$ cat config.mk
export PLATFORM = sky130hd
export DESIGN_NAME = high_port_gpio_bank
export DESIGN_NICKNAME = d
export VERILOG_FILES = /design/src/core/high_port_gpio_bank.v
export VERILOG_INCLUDE_DIRS = /design/src /design/src/core
export SDC_FILE = /design/constraint.sdc
export NUM_CORES = 1
export LEC_CHECK = 0
export BUFFER_PORTS_ARGS = -buffer_cell sky130_fd_sc_hd__buf_2
export CAP_MARGIN = 30
export CORE_MARGIN = 2
export CORE_UTILIZATION = 30
export DETAILED_ROUTE_END_ITERATION = 12
export PLACE_DENSITY = 0.61
export SYNTH_ARGS = -nofsm -noshare
export SYNTH_HDL_FRONTEND = slang
export SYNTH_SLANG_ARGS = --single-unit
export TNS_END_PERCENT = 20
$ cat constraint.sdc
create_clock -name mclk -period 4.6 [get_ports mclk]
set_clock_uncertainty 0.15 [all_clocks]
set_input_delay 0.46 -clock mclk [delete_from_list [all_inputs] [get_ports mclk]]
set_output_delay 0.46 -clock mclk [all_outputs]
set_load 0.01 [all_outputs]
$ cat src/core/high_port_regs.vh
// register offsets, reset values and field positions of the high-port gpio bank
`ifndef HIGH_PORT_REGS_VH
`define HIGH_PORT_REGS_VH

`define PORT_FOUR_OUTPUT_MODE_ADDR 8'h9c
`define PORT_FIVE_OUTPUT_MODE_ADDR 8'h9d
`define PORT_SIX_OUTPUT_MODE_ADDR 8'h9e
`define PORT_SEVEN_OUTPUT_MODE_ADDR 8'h9f
`define PORT_FOUR_DATA_LATCH_ADDR 8'hc8
`define PORT_FIVE_DATA_LATCH_ADDR 8'hd8
`define PORT_SIX_DATA_LATCH_ADDR 8'he8
`define PORT_SEVEN_DATA_LATCH_ADDR 8'hf8
`define PORT_PAGE 8'h0f
`define LATCH_RESET 8'hff
`define MODE_RESET 8'h00
`define WR_STROBE_BIT 7
`define RD_STROBE_BIT 6
`define ALE_STROBE_BIT 5
`define BIT_SEL_HI 7
`define BIT_SEL_LO 3
`define BIT_POS_HI 2
`define BIT_POS_LO 0

`endif

$ cat src/core/high_port_gpio_bank.v
// gpio logic for four byte-wide high ports with memory-interface override
`timescale 1ns/10ps
`default_nettype none
`include "high_port_regs.vh"

module high_port_gpio_bank #(
  parameter NPORTS = 4,
  parameter WIDTH = 8
) (
  // clock and reset
  input wire mclk,
  input wire resetn,
  // special function register access
  input wire [7:0] reg_page,
  input wire [7:0] reg_addr,
  input wire reg_byte_wr,
  input wire reg_bit_wr,
  input wire reg_bit_val,
  input wire [7:0] reg_wdata,
  input wire reg_rd,
  input wire reg_rmw,
  output reg [7:0] reg_rdata_ff,
  // crossbar global control
  input wire pullup_global_disable,
  input wire memif_low_port_enable,
  // external memory interface
  input wire memif_high_enable,
  input wire memif_active,
  input wire memif_read,
  input wire memif_muxed,
  input wire memif_wr_n,
  input wire memif_rd_n,
  input wire memif_ale,
  input wire [15:0] memif_addr,
  input wire [7:0] memif_wdata,
  // pins, ports four to seven packed low to high
  input wire [NPORTS*WIDTH-1:0] pin_in,
  output reg [NPORTS*WIDTH-1:0] pin_out_ff,
  output reg [NPORTS*WIDTH-1:0] pin_oe_ff,
  output reg [NPORTS*WIDTH-1:0] pullup_en_ff
);

  ////////////////////////////////////////////////////////////////////////////
  // address decode
  // port index codes; idx_none marks an address outside the bank
  localparam [2:0] IDX_FOUR = 3'h0;
  localparam [2:0] IDX_FIVE = 3'h1;
  localparam [2:0] IDX_SIX = 3'h2;
  localparam [2:0] IDX_SEVEN = 3'h3;
  localparam [2:0] IDX_NONE = 3'h4;

  // returns the port index for a latch address, or IDX_NONE when none
  function [2:0] latch_index;
    input [7:0] a;
    begin
      case (a)
        `PORT_FOUR_DATA_LATCH_ADDR: latch_index = IDX_FOUR;
        `PORT_FIVE_DATA_LATCH_ADDR: latch_index = IDX_FIVE;
        `PORT_SIX_DATA_LATCH_ADDR: latch_index = IDX_SIX;
        `PORT_SEVEN_DATA_LATCH_ADDR: latch_index = IDX_SEVEN;
        default: latch_index = IDX_NONE;
      endcase
    end
  endfunction

  function [2:0] mode_index;
    input [7:0] a;
    begin
      case (a)
        `PORT_FOUR_OUTPUT_MODE_ADDR: mode_index = IDX_FOUR;
        `PORT_FIVE_OUTPUT_MODE_ADDR: mode_index = IDX_FIVE;
        `PORT_SIX_OUTPUT_MODE_ADDR: mode_index = IDX_SIX;
        `PORT_SEVEN_OUTPUT_MODE_ADDR: mode_index = IDX_SEVEN;
        default: mode_index = IDX_NONE;
      endcase
    end
  endfunction

  // bit writes address the latch byte by the upper five address bits
  function [2:0] bit_latch_index;
    input [7:0] a;
    begin
      bit_latch_index = latch_index({a[`BIT_SEL_HI:`BIT_SEL_LO], 3'h0});
    end
  endfunction

  wire page_ok = (reg_page == `PORT_PAGE);
  wire [2:0] lidx = latch_index(reg_addr);
  wire [2:0] midx = mode_index(reg_addr);
  wire [2:0] bidx = bit_latch_index(reg_addr);
  wire [2:0] bpos = reg_addr[`BIT_POS_HI:`BIT_POS_LO];

  reg [NPORTS*WIDTH-1:0] latch_ff;
  reg [NPORTS*WIDTH-1:0] mode_ff;

  ////////////////////////////////////////////////////////////////////////////
  // memory interface override map
  // ovr_en: pin taken by the memory interface; ovr_val: level it wants
  reg [NPORTS*WIDTH-1:0] ovr_en;
  reg [NPORTS*WIDTH-1:0] ovr_val;
  reg [NPORTS*WIDTH-1:0] ovr_float;
  wire memif_on = memif_high_enable & memif_active;
  always @*
  begin
    ovr_en = {NPORTS*WIDTH{1'b0}};
    ovr_val = {NPORTS*WIDTH{1'b0}};
    ovr_float = {NPORTS*WIDTH{1'b0}};
    if (memif_on)
    begin
      ovr_en[`WR_STROBE_BIT] = 1'b1;
      ovr_val[`WR_STROBE_BIT] = memif_wr_n;
      ovr_en[`RD_STROBE_BIT] = 1'b1;
      ovr_val[`RD_STROBE_BIT] = memif_rd_n;
      ovr_en[`ALE_STROBE_BIT] = 1'b1;
      ovr_val[`ALE_STROBE_BIT] = memif_ale;
      if (!memif_muxed)
      begin
        ovr_en[2*WIDTH-1:WIDTH] = {WIDTH{1'b1}};
        ovr_val[2*WIDTH-1:WIDTH] = memif_addr[15:8];
        ovr_en[3*WIDTH-1:2*WIDTH] = {WIDTH{1'b1}};
        ovr_val[3*WIDTH-1:2*WIDTH] = memif_addr[7:0];
        ovr_val[4*WIDTH-1:3*WIDTH] = memif_wdata;
      end
      else
      begin
        ovr_en[3*WIDTH-1:2*WIDTH] = {WIDTH{1'b1}};
        ovr_val[3*WIDTH-1:2*WIDTH] = memif_addr[15:8];
        // address phase while ale is high, data afterwards
        ovr_val[4*WIDTH-1:3*WIDTH] = memif_ale ? memif_addr[7:0] : memif_wdata;
      end
      ovr_en[4*WIDTH-1:3*WIDTH] = {WIDTH{1'b1}};
      // data bus released on reads, except while muxed address is out
      if (memif_read && !(memif_muxed && memif_ale))
        ovr_float[4*WIDTH-1:3*WIDTH] = {WIDTH{1'b1}};
    end
  end

  ////////////////////////////////////////////////////////////////////////////
  // latches and mode registers
  reg [NPORTS*WIDTH-1:0] nxt_latch;
  reg [NPORTS*WIDTH-1:0] nxt_mode;
  always @*
  begin
    nxt_latch = latch_ff;
    nxt_mode = mode_ff;
    if (page_ok && reg_byte_wr && lidx < NPORTS)
      nxt_latch[lidx*WIDTH +: WIDTH] = reg_wdata;
    if (page_ok && reg_bit_wr && bidx < NPORTS)
      nxt_latch[bidx*WIDTH + bpos] = reg_bit_val;
    if (page_ok && reg_byte_wr && midx < NPORTS)
      nxt_mode[midx*WIDTH +: WIDTH] = reg_wdata;
  end

  always @(posedge mclk)
  begin
    if (!resetn)
    begin
      latch_ff <= {NPORTS{`LATCH_RESET}};
      mode_ff <= {NPORTS{`MODE_RESET}};
    end
    else
    begin
      latch_ff <= nxt_latch;
      mode_ff <= nxt_mode; // modes never touched by memory traffic
    end
  end

  ////////////////////////////////////////////////////////////////////////////
  // pin drivers and pullups
  // pins are registered from the next latch value, so a write shows on the pin at the same clock as in the latch
  // per-bit continuous assigns keep each vector to a single driver
  wire [NPORTS*WIDTH-1:0] nxt_out;
  wire [NPORTS*WIDTH-1:0] nxt_oe;
  wire [NPORTS*WIDTH-1:0] nxt_pu;
  wire [NPORTS*WIDTH-1:0] nxt_drv_low;
  genvar g;
  generate
    for (g = 0; g < NPORTS*WIDTH; g = g + 1)
    begin : pin_drv
      // memory interface wins over the latch while it owns the pin
      assign nxt_out[g] = ovr_en[g] ? ovr_val[g] : nxt_latch[g];
      // zero drives unless the data bus is released for a read; one drives only in push-pull
      assign nxt_oe[g] = ~ovr_float[g] & (~nxt_out[g] | nxt_mode[g]);
      // pin pulling itself low must not fight its own pullup
      assign nxt_drv_low[g] = nxt_oe[g] & ~nxt_out[g];
      assign nxt_pu[g] = ~pullup_global_disable & ~nxt_drv_low[g];
    end
  endgenerate

  always @(posedge mclk)
  begin
    if (!resetn)
    begin
      pin_out_ff <= {NPORTS{`LATCH_RESET}};
      pin_oe_ff <= {NPORTS*WIDTH{1'b0}};
      pullup_en_ff <= {NPORTS*WIDTH{1'b1}};
    end
    else
    begin
      pin_out_ff <= nxt_out;
      pin_oe_ff <= nxt_oe;
      pullup_en_ff <= nxt_pu;
    end
  end

  ////////////////////////////////////////////////////////////////////////////
  // read path
  reg [7:0] nxt_rdata;
  always @*
  begin
    nxt_rdata = reg_rdata_ff;
    if (reg_rd)
    begin
      nxt_rdata = 8'h00;
      if (page_ok && lidx < NPORTS)
        nxt_rdata = reg_rmw ? latch_ff[lidx*WIDTH +: WIDTH]
                            : pin_in[lidx*WIDTH +: WIDTH];
      else if (page_ok && midx < NPORTS)
        nxt_rdata = mode_ff[midx*WIDTH +: WIDTH];
    end
  end

  always @(posedge mclk)
  begin
    if (!resetn)
      reg_rdata_ff <= 8'h00;
    else
      reg_rdata_ff <= nxt_rdata;
  end

  ////////////////////////////////////////////////////////////////////////////
  // usage notes
  // pins are registered from the next latch value: a write shows on the pin at the same clock that takes it
  // a read right after a write may still see the old pin level,
  // since pin_in comes back through the outside load
  // read data stands in reg_rdata_ff until the next read strobe
  // off-page or unmapped reads give zero, so stale data never leaks
  // off-page writes are dropped without any flag
  // bit writes reach only the data latches;
  // a bit address on a mode register decodes to nothing
  // byte and bit write in one cycle: the bit write wins on its bit,
  // the byte write keeps the other seven bits
  // mode registers are byte-only and never touched by memory traffic
  // read-modify-write strobe is a level that qualifies reg_rd;
  // without reg_rd it has no effect
  // memory override is purely combinational into the pin registers,
  // so the pins follow the interface one clock late
  // overridden pins still obey their mode bits:
  // an open-drain strobe pin only pulls low, its own pullup or the load pulls it up
  // data bus release on reads covers the whole read cycle,
  // except the address phase of multiplexed mode
  // memif_low_port_enable is accepted but not decoded here;
  // keeping it low is left to software
  // pullup disable acts on all 32 pins at once,
  // there is no per-pin pullup control
  // pullups of pins that drive low switch off even when globally enabled
  // reset: latches all ones, modes open-drain, so every pin floats high
  // on its pullup until software configures it
  // the port index codes above are shared by byte and bit decode,
  // which is why decode sits in functions
  // widening the bank means new addresses in the header and new
  // decode entries; the pin logic scales with NPORTS
  // trade-off: pins are registered for clean outputs at the cost
  // of one clock of latency on memory interface and pullup disable changes; register writes reach the pin at the same clock as the latch

endmodule // high_port_gpio_bank
`default_nettype wire

* Word level (Yosys, flattened, before mapping)
Cells that the tools add are included.
** Word-level totals
- Register bits after elaboration :: 168
- Bits of input ports :: 96
- Output and inout port bits :: 104
- Logic and storage cells :: 272
** Operators by class
- Add/subtract/negate cells :: 3
- Magnitude comparators :: 5
- Equal/unequal tests :: 13
- Shifts and indexed selects :: 7
- Mux-type cells :: 49
- Bitwise logic cells :: 178
- Reduce and logical (&&, ||, !) cells :: 11
** Operators with widths (count)
- bitwise mux 32 bit :: 3
- two-way mux 32 bit :: 3
- indexed part select 32 x 7 -> 8 bit :: 3
- bitwise AND 1 bit :: 73
- inverter 1 bit :: 73
- negation 6 -> 34 bit :: 2
- variable shift 8 x 34 -> 32 bit, first input constant :: 2
- indexed part select 8 x 34 -> 32 bit :: 2
- == test 8 bit, second input constant :: 8
- two-way mux 8 bit :: 8
- two-way mux 27 bit :: 2
- one-hot mux 3 bit (4 select lines) :: 3
- bitwise OR 1 bit :: 32
- two-way mux 1 bit :: 28
- == test 5 bit, second input constant :: 4
- two-way mux 16 bit :: 1
- logical AND 1 bit :: 10
- < comparator 3 bit, second input constant :: 3
- == test 8 x 4 -> 1 bit, second input constant :: 1
- adder 6 x 3 -> 7 bit :: 1
- greater-or-equal comparator 7 x 1 -> 1 bit, second input constant :: 1
- < comparator 7 x 6 -> 1 bit, second input constant :: 1
- demux 1 bit (select 5 bit) :: 1
- logical NOT 1 bit :: 1

* Logic depth before layout (Yosys ltp)
- Word-level depth :: 16
- Mapped depth :: 16
- Gate-level depth less buffers :: 12

* Worst setup path before layout
Ideal clock, no wire load.
- Kind :: input-to-reg
- Start :: input port reg_addr[0]
- End :: register pullup_en_ff[16]
- Library setup time :: 128 ps
- Arrival :: 3630 ps
- Data required time :: 4322 ps
- Path slack :: 692 ps
- Cell stages on the path :: 13
- Path buffers :: 2
- Path through :: or2_2 -> buf_2 -> nor3_4 -> buf_4 -> inv_2 -> ha_1 -> ha_1 -> nor4bb_1 -> nand4_1 -> nor2_4 -> mux2_2 -> a221o_1 -> nor2b_1
** On the way
- Longest elaborated chain between the ends :: 14
** Ends and longest elaborated chain
- from (decl) :: line high_port_gpio_bank.v:15 : input wire [7:0] reg_addr,
- == test 8 bit :: line high_port_gpio_bank.v:56 : case (a)
- one-hot mux 3 bit (4 select lines) :: line high_port_gpio_bank.v:56
- negation 6 -> 34 bit :: line high_port_gpio_bank.v:147 : nxt_latch[lidx*WIDTH +: WIDTH] = reg_wdata;
- indexed part select 8 x 34 -> 32 bit / variable shift 8 x 34 -> 32 bit (equally long branches) :: line high_port_gpio_bank.v:147
- bitwise mux 32 bit :: line high_port_gpio_bank.v:147
- two-way mux 32 bit :: line high_port_gpio_bank.v:146 : if (page_ok && reg_byte_wr && lidx < NPORTS)
- bitwise mux 32 bit :: line high_port_gpio_bank.v:149 : nxt_latch[bidx*WIDTH + bpos] = reg_bit_val;
- two-way mux 32 bit :: line high_port_gpio_bank.v:148 : if (page_ok && reg_bit_wr && bidx < NPORTS)
- two-way mux 1 bit :: line high_port_gpio_bank.v:181 : assign nxt_out[g] = ovr_en[g] ? ovr_val[g] : nxt_latch[g];
- inverter 1 bit :: line high_port_gpio_bank.v:183, high_port_gpio_bank.v:185
- bitwise OR 1 bit :: line high_port_gpio_bank.v:183 : assign nxt_oe[g] = ~ovr_float[g] & (~nxt_out[g] | nxt_mode[g]);
- bitwise AND 1 bit * :: line high_port_gpio_bank.v:185 : assign nxt_drv_low[g] = nxt_oe[g] & ~nxt_out[g];
- inverter 1 bit * :: line high_port_gpio_bank.v:186 : assign nxt_pu[g] = ~pullup_global_disable & ~nxt_drv_low[g];
- bitwise AND 1 bit * :: line high_port_gpio_bank.v:186
- to (signal assigned) :: line high_port_gpio_bank.v:196 : pullup_en_ff <= {NPORTS*WIDTH{1'b1}};
- to (signal assigned) :: line high_port_gpio_bank.v:202 : pullup_en_ff <= nxt_pu;
- to (decl) :: line high_port_gpio_bank.v:40 : output reg [NPORTS*WIDTH-1:0] pullup_en_ff
Mark *: on every way between the ends. The rest lies on a longest branch, timed or not.
A chain may end at the register's enable or synchronous reset.

* Worst setup path in the final report
- Start :: input port reg_addr[2]
- End :: register pullup_en_ff[3]
** On the way
- Longest elaborated chain between the ends :: 13
** Ends and longest elaborated chain (line)
- == test 8 bit :: high_port_gpio_bank.v:56
- one-hot mux 3 bit (4 select lines) :: high_port_gpio_bank.v:56
- negation 6 -> 34 bit :: high_port_gpio_bank.v:147
- indexed part select 8 x 34 -> 32 bit / variable shift 8 x 34 -> 32 bit (equally long branches) :: high_port_gpio_bank.v:147
- bitwise mux 32 bit :: high_port_gpio_bank.v:147
- two-way mux 32 bit :: high_port_gpio_bank.v:146
- bitwise mux 32 bit :: high_port_gpio_bank.v:149
- two-way mux 32 bit :: high_port_gpio_bank.v:148
- inverter 1 bit :: high_port_gpio_bank.v:183, high_port_gpio_bank.v:185
- bitwise OR 1 bit :: high_port_gpio_bank.v:183
- bitwise AND 1 bit * :: high_port_gpio_bank.v:185
- inverter 1 bit * :: high_port_gpio_bank.v:186
- bitwise AND 1 bit * :: high_port_gpio_bank.v:186
Marked as above.

==> reports/metrics.cfg <==
[worst_setup_path]
crit_start_category = primary input
worst_path_max_delay_cell = sky130_fd_sc_hd__mux2i_1
cp_data_required_time_ns = 4.72
slowest_delay_ns = 0.47
cp_cell_sequence = buf_2 > and4b_1 > nand3_1 > ha_1 > ha_1 > nor4_1 > and2_1 > mux2_2 > mux2i_1 > o21ai_0
timing.critical_path.arrival_ns = 3.67
path_class = in2reg
setup.worst_path.end_class = flip-flop
worstReg2RegStart = mode_ff[12]
timing.reg2reg.worst_path_depth = 3
crit_fanout = 12
critPathLaunch = reg_addr[2]
critical-path-top-cell-by-count = sky130_fd_sc_hd__ha_1

[logic_synthesis]
sequential_fraction_of_the_synthesis_area_pct = 42.60
synth.distinct_cells = 68
synth_area_leader_cell = sky130_fd_sc_hd__dfxtp_1
syn_area_cell_um2 = 9.076
synthTopCellsByArea = sky130_fd_sc_hd__dfxtp_1 43%, sky130_fd_sc_hd__mux2i_1 7.2%, sky130_fd_sc_hd__nand2_1 5.0%
mappedNetlistArea_um2 = 7660
synth_top_area_share_pct = 42.60
yosys_warnings = 0
netlist_instances = 844
synth_seq_cells = 163
asyncSetResetFlopFracSynth_pct = 0
synth_flop_cell = sky130_fd_sc_hd__dfxtp_1
syn-num-nets = 944
synth_edf_count = 0

[die]
ioPinCount = 200
die_area_um2 = 26830
horizontal_die_dimension_um = 163.8
core_area_um2 = 25110
initial_core_util_pct = 30.51
num_rows = 58
floorplan.die.height_um = 163.8

[cts]
number_of_sinks_handled_by_clock_tree_synthesis = 163
cts_buffers = 17
ctsLongestPathBuffers = 2
cts_clk_pin_slew_worst_paths_ns = 0.06
ctsRootBufferMaster = sky130_fd_sc_hd__clkbuf_16
cts_tree = yes
clk_latency_ns = 0.43
post_cts.resized_instances = 0
cts.repair_timing.setup_buffer_count = 0
post_cts_hold_buffer_count = 0
cts.htree.levels = 4

[run_status]
status = finished, final reports clean

[routing]
avg_vias_per_cell = 5.304
drcViolationCount = 0
drt-pass1-iter-count = 5
final_antenna_net_count = 0
finalWirelength_mm = 29.57
via_count = 7160
first_iter_violations = 884
drt-wirelength-per-cell_um = 21.90

[sta]
timing.final.max_slew_violations = 0
layout_min_cycle_time_ns = 3.543
worst_pin_slew_ns = 0.9735
worst_slew_margin_rel_pct = 34.94
worst_hold_slack_ns = 0.2085
max_freq_ghz = 0.2823
timing.final.setup_violations = 0
rsz_0062_raised_after_global_routing = no
fin_tns_setup_ns = 0
final-hold-violation-count = 0
post-route-period-util_pct = 77.02

[grt]
globalRouteTotalUtil_pct = 21.95
globalRoute.totalOverflow = 0
wire_length_of_the_first_global_routing_pass_mm = 43.06
grt_start_max_net_pins = 56
antenna_found_initial = 0
vias_in_the_first_global_route = 6765

[final_layout]
layout-drive-gt1-share_pct = 29.31
nNetsFinal = 1107
register_area_um2 = 3263
total_area_of_multi_input_combinational_cells_um2 = 4040
fillCellCount = 2651
insertedDiodeCount = 0
syn2layout_area_growth_pct = 24.06

[place]
port_buffers = 198
post-dp-hpwl_mm = 22.60
final_weighted_congestion_of_routability_driven_global_placement = 0.9146

[worst_hold_path]
worstHoldStart = pullup_global_disable
hold_removal_path_class = in2reg
timing.hold.worst_path_depth = 2

[pwr]
power-per-cell-area_nw_per_um2 = 339.5
worst_ir_drop_vdd_uv = 239.7
power.static_leakage_uw = 0.003798

[job]
cap_viol_max_count = 0

-- registers in the layout, indices dropped and copies added, names as in the netlist --
name          count
pin_out_ff       27
reg_rdata_ff      8
pullup_en_ff     32
latch_ff         32
mode_ff          32
pin_oe_ff        32
-- logic make-up (layout without fill, tap and decap cells) --
| family | Yosys count | after routing | synth area share [%] |
|---|---|---|---|
| flip-flops | 163 | 163 | 42.60 |
| adder cells (fa/ha/maj) | 4 | 4 | 0.6534 |
| AO/OA/AOI/OAI | 213 | 213 | 18.15 |
| multiplexers | 78 | 78 | 12.63 |
| buffers and inverters | 82 | 258 | 4.655 |
| AND/OR/NAND/NOR | 304 | 304 | 21.32 |
-- layout make-up --
cell class,instances,area share [%]
repair buffers,216,12.19
flip-flops and latches,163,34.34
inverters,10,0.3950
clock buffers,20,4.700
multi-input cells,599,42.51
well taps,330,4.345
clock inverters,12,1.514
-- per-stage QoR --
stage	utilization, %	total power [uW]	cell area (um2)	cells	setup WS, ns
after CTS	37.85	3247	9503	1350	1.148
after detailed placement	35.49	1815	8912	1318	0.7116
final	37.85	3226	9503	1350	1.057
after global routing	37.85	3336	9503	1350	0.8867
after floorplan	-	1658	7660	844	0.6918
after global placement	35.38	1810	8885	1317	0.6804
-- power by group --
group / internal (uW) / switching [uW] / total (uW)
Sequential: 1450 / 9.93 / 1460
Clock: 826 / 612 / 1440
Combinational: 117 / 210 / 327
-- synth_stat cells (11+ instances only) --
cell / instances
sky130_fd_sc_hd__dfxtp_1: 163
sky130_fd_sc_hd__nand2_1: 103
sky130_fd_sc_hd__o21ai_0: 56
sky130_fd_sc_hd__mux2i_1: 55
sky130_fd_sc_hd__nor2_1: 54
sky130_fd_sc_hd__clkbuf_1: 50
sky130_fd_sc_hd__a21oi_1: 43
sky130_fd_sc_hd__nand3_1: 38
sky130_fd_sc_hd__nor2b_1: 25
sky130_fd_sc_hd__o21ai_1: 24
sky130_fd_sc_hd__and2_1: 14
sky130_fd_sc_hd__mux4_2: 14
sky130_fd_sc_hd__o21a_1: 13
sky130_fd_sc_hd__a31oi_1: 12
sky130_fd_sc_hd__a21boi_0: 11
-- routing by layer --
layer	part of all wire [%]	track usage (%)
met5	0	0
met4	2.8	6.938
met3	10	6.692
met2	43	33.50
met1	45	29.64
-- worst paths after layout --
path                 endpoint  slack, ns
max           pullup_en_ff[3]       1.06
min          pullup_en_ff[31]       0.21
max reg2reg   reg_rdata_ff[4]       2.97
min reg2reg       mode_ff[17]       0.36
-- worst max-delay path, delay by kind of cell --
family                   cells  cell delay, ns
AO/OA/AOI/OAI                1            0.16
multiplexers                 2            0.85
adder cells (fa/ha/maj)      2            0.58
AND/OR/NAND/NOR              4            1.42
buffers and inverters        1            0.18
-- placed cells by master (no fill, tap or decap), types with 13 or more instances in the layout --
cell type,n
sky130_fd_sc_hd__buf_2,198
sky130_fd_sc_hd__dfxtp_1,163
sky130_fd_sc_hd__nand2_1,103
sky130_fd_sc_hd__o21ai_0,56
sky130_fd_sc_hd__mux2i_1,55
sky130_fd_sc_hd__nor2_1,54
sky130_fd_sc_hd__a21oi_1,43
sky130_fd_sc_hd__nand3_1,38
sky130_fd_sc_hd__nor2b_1,25
sky130_fd_sc_hd__o21ai_1,24
sky130_fd_sc_hd__clkbuf_16,17
sky130_fd_sc_hd__buf_4,16
sky130_fd_sc_hd__and2_1,14
sky130_fd_sc_hd__mux4_2,14
sky130_fd_sc_hd__o21a_1,13
Power figures use the tool's default switching activity.
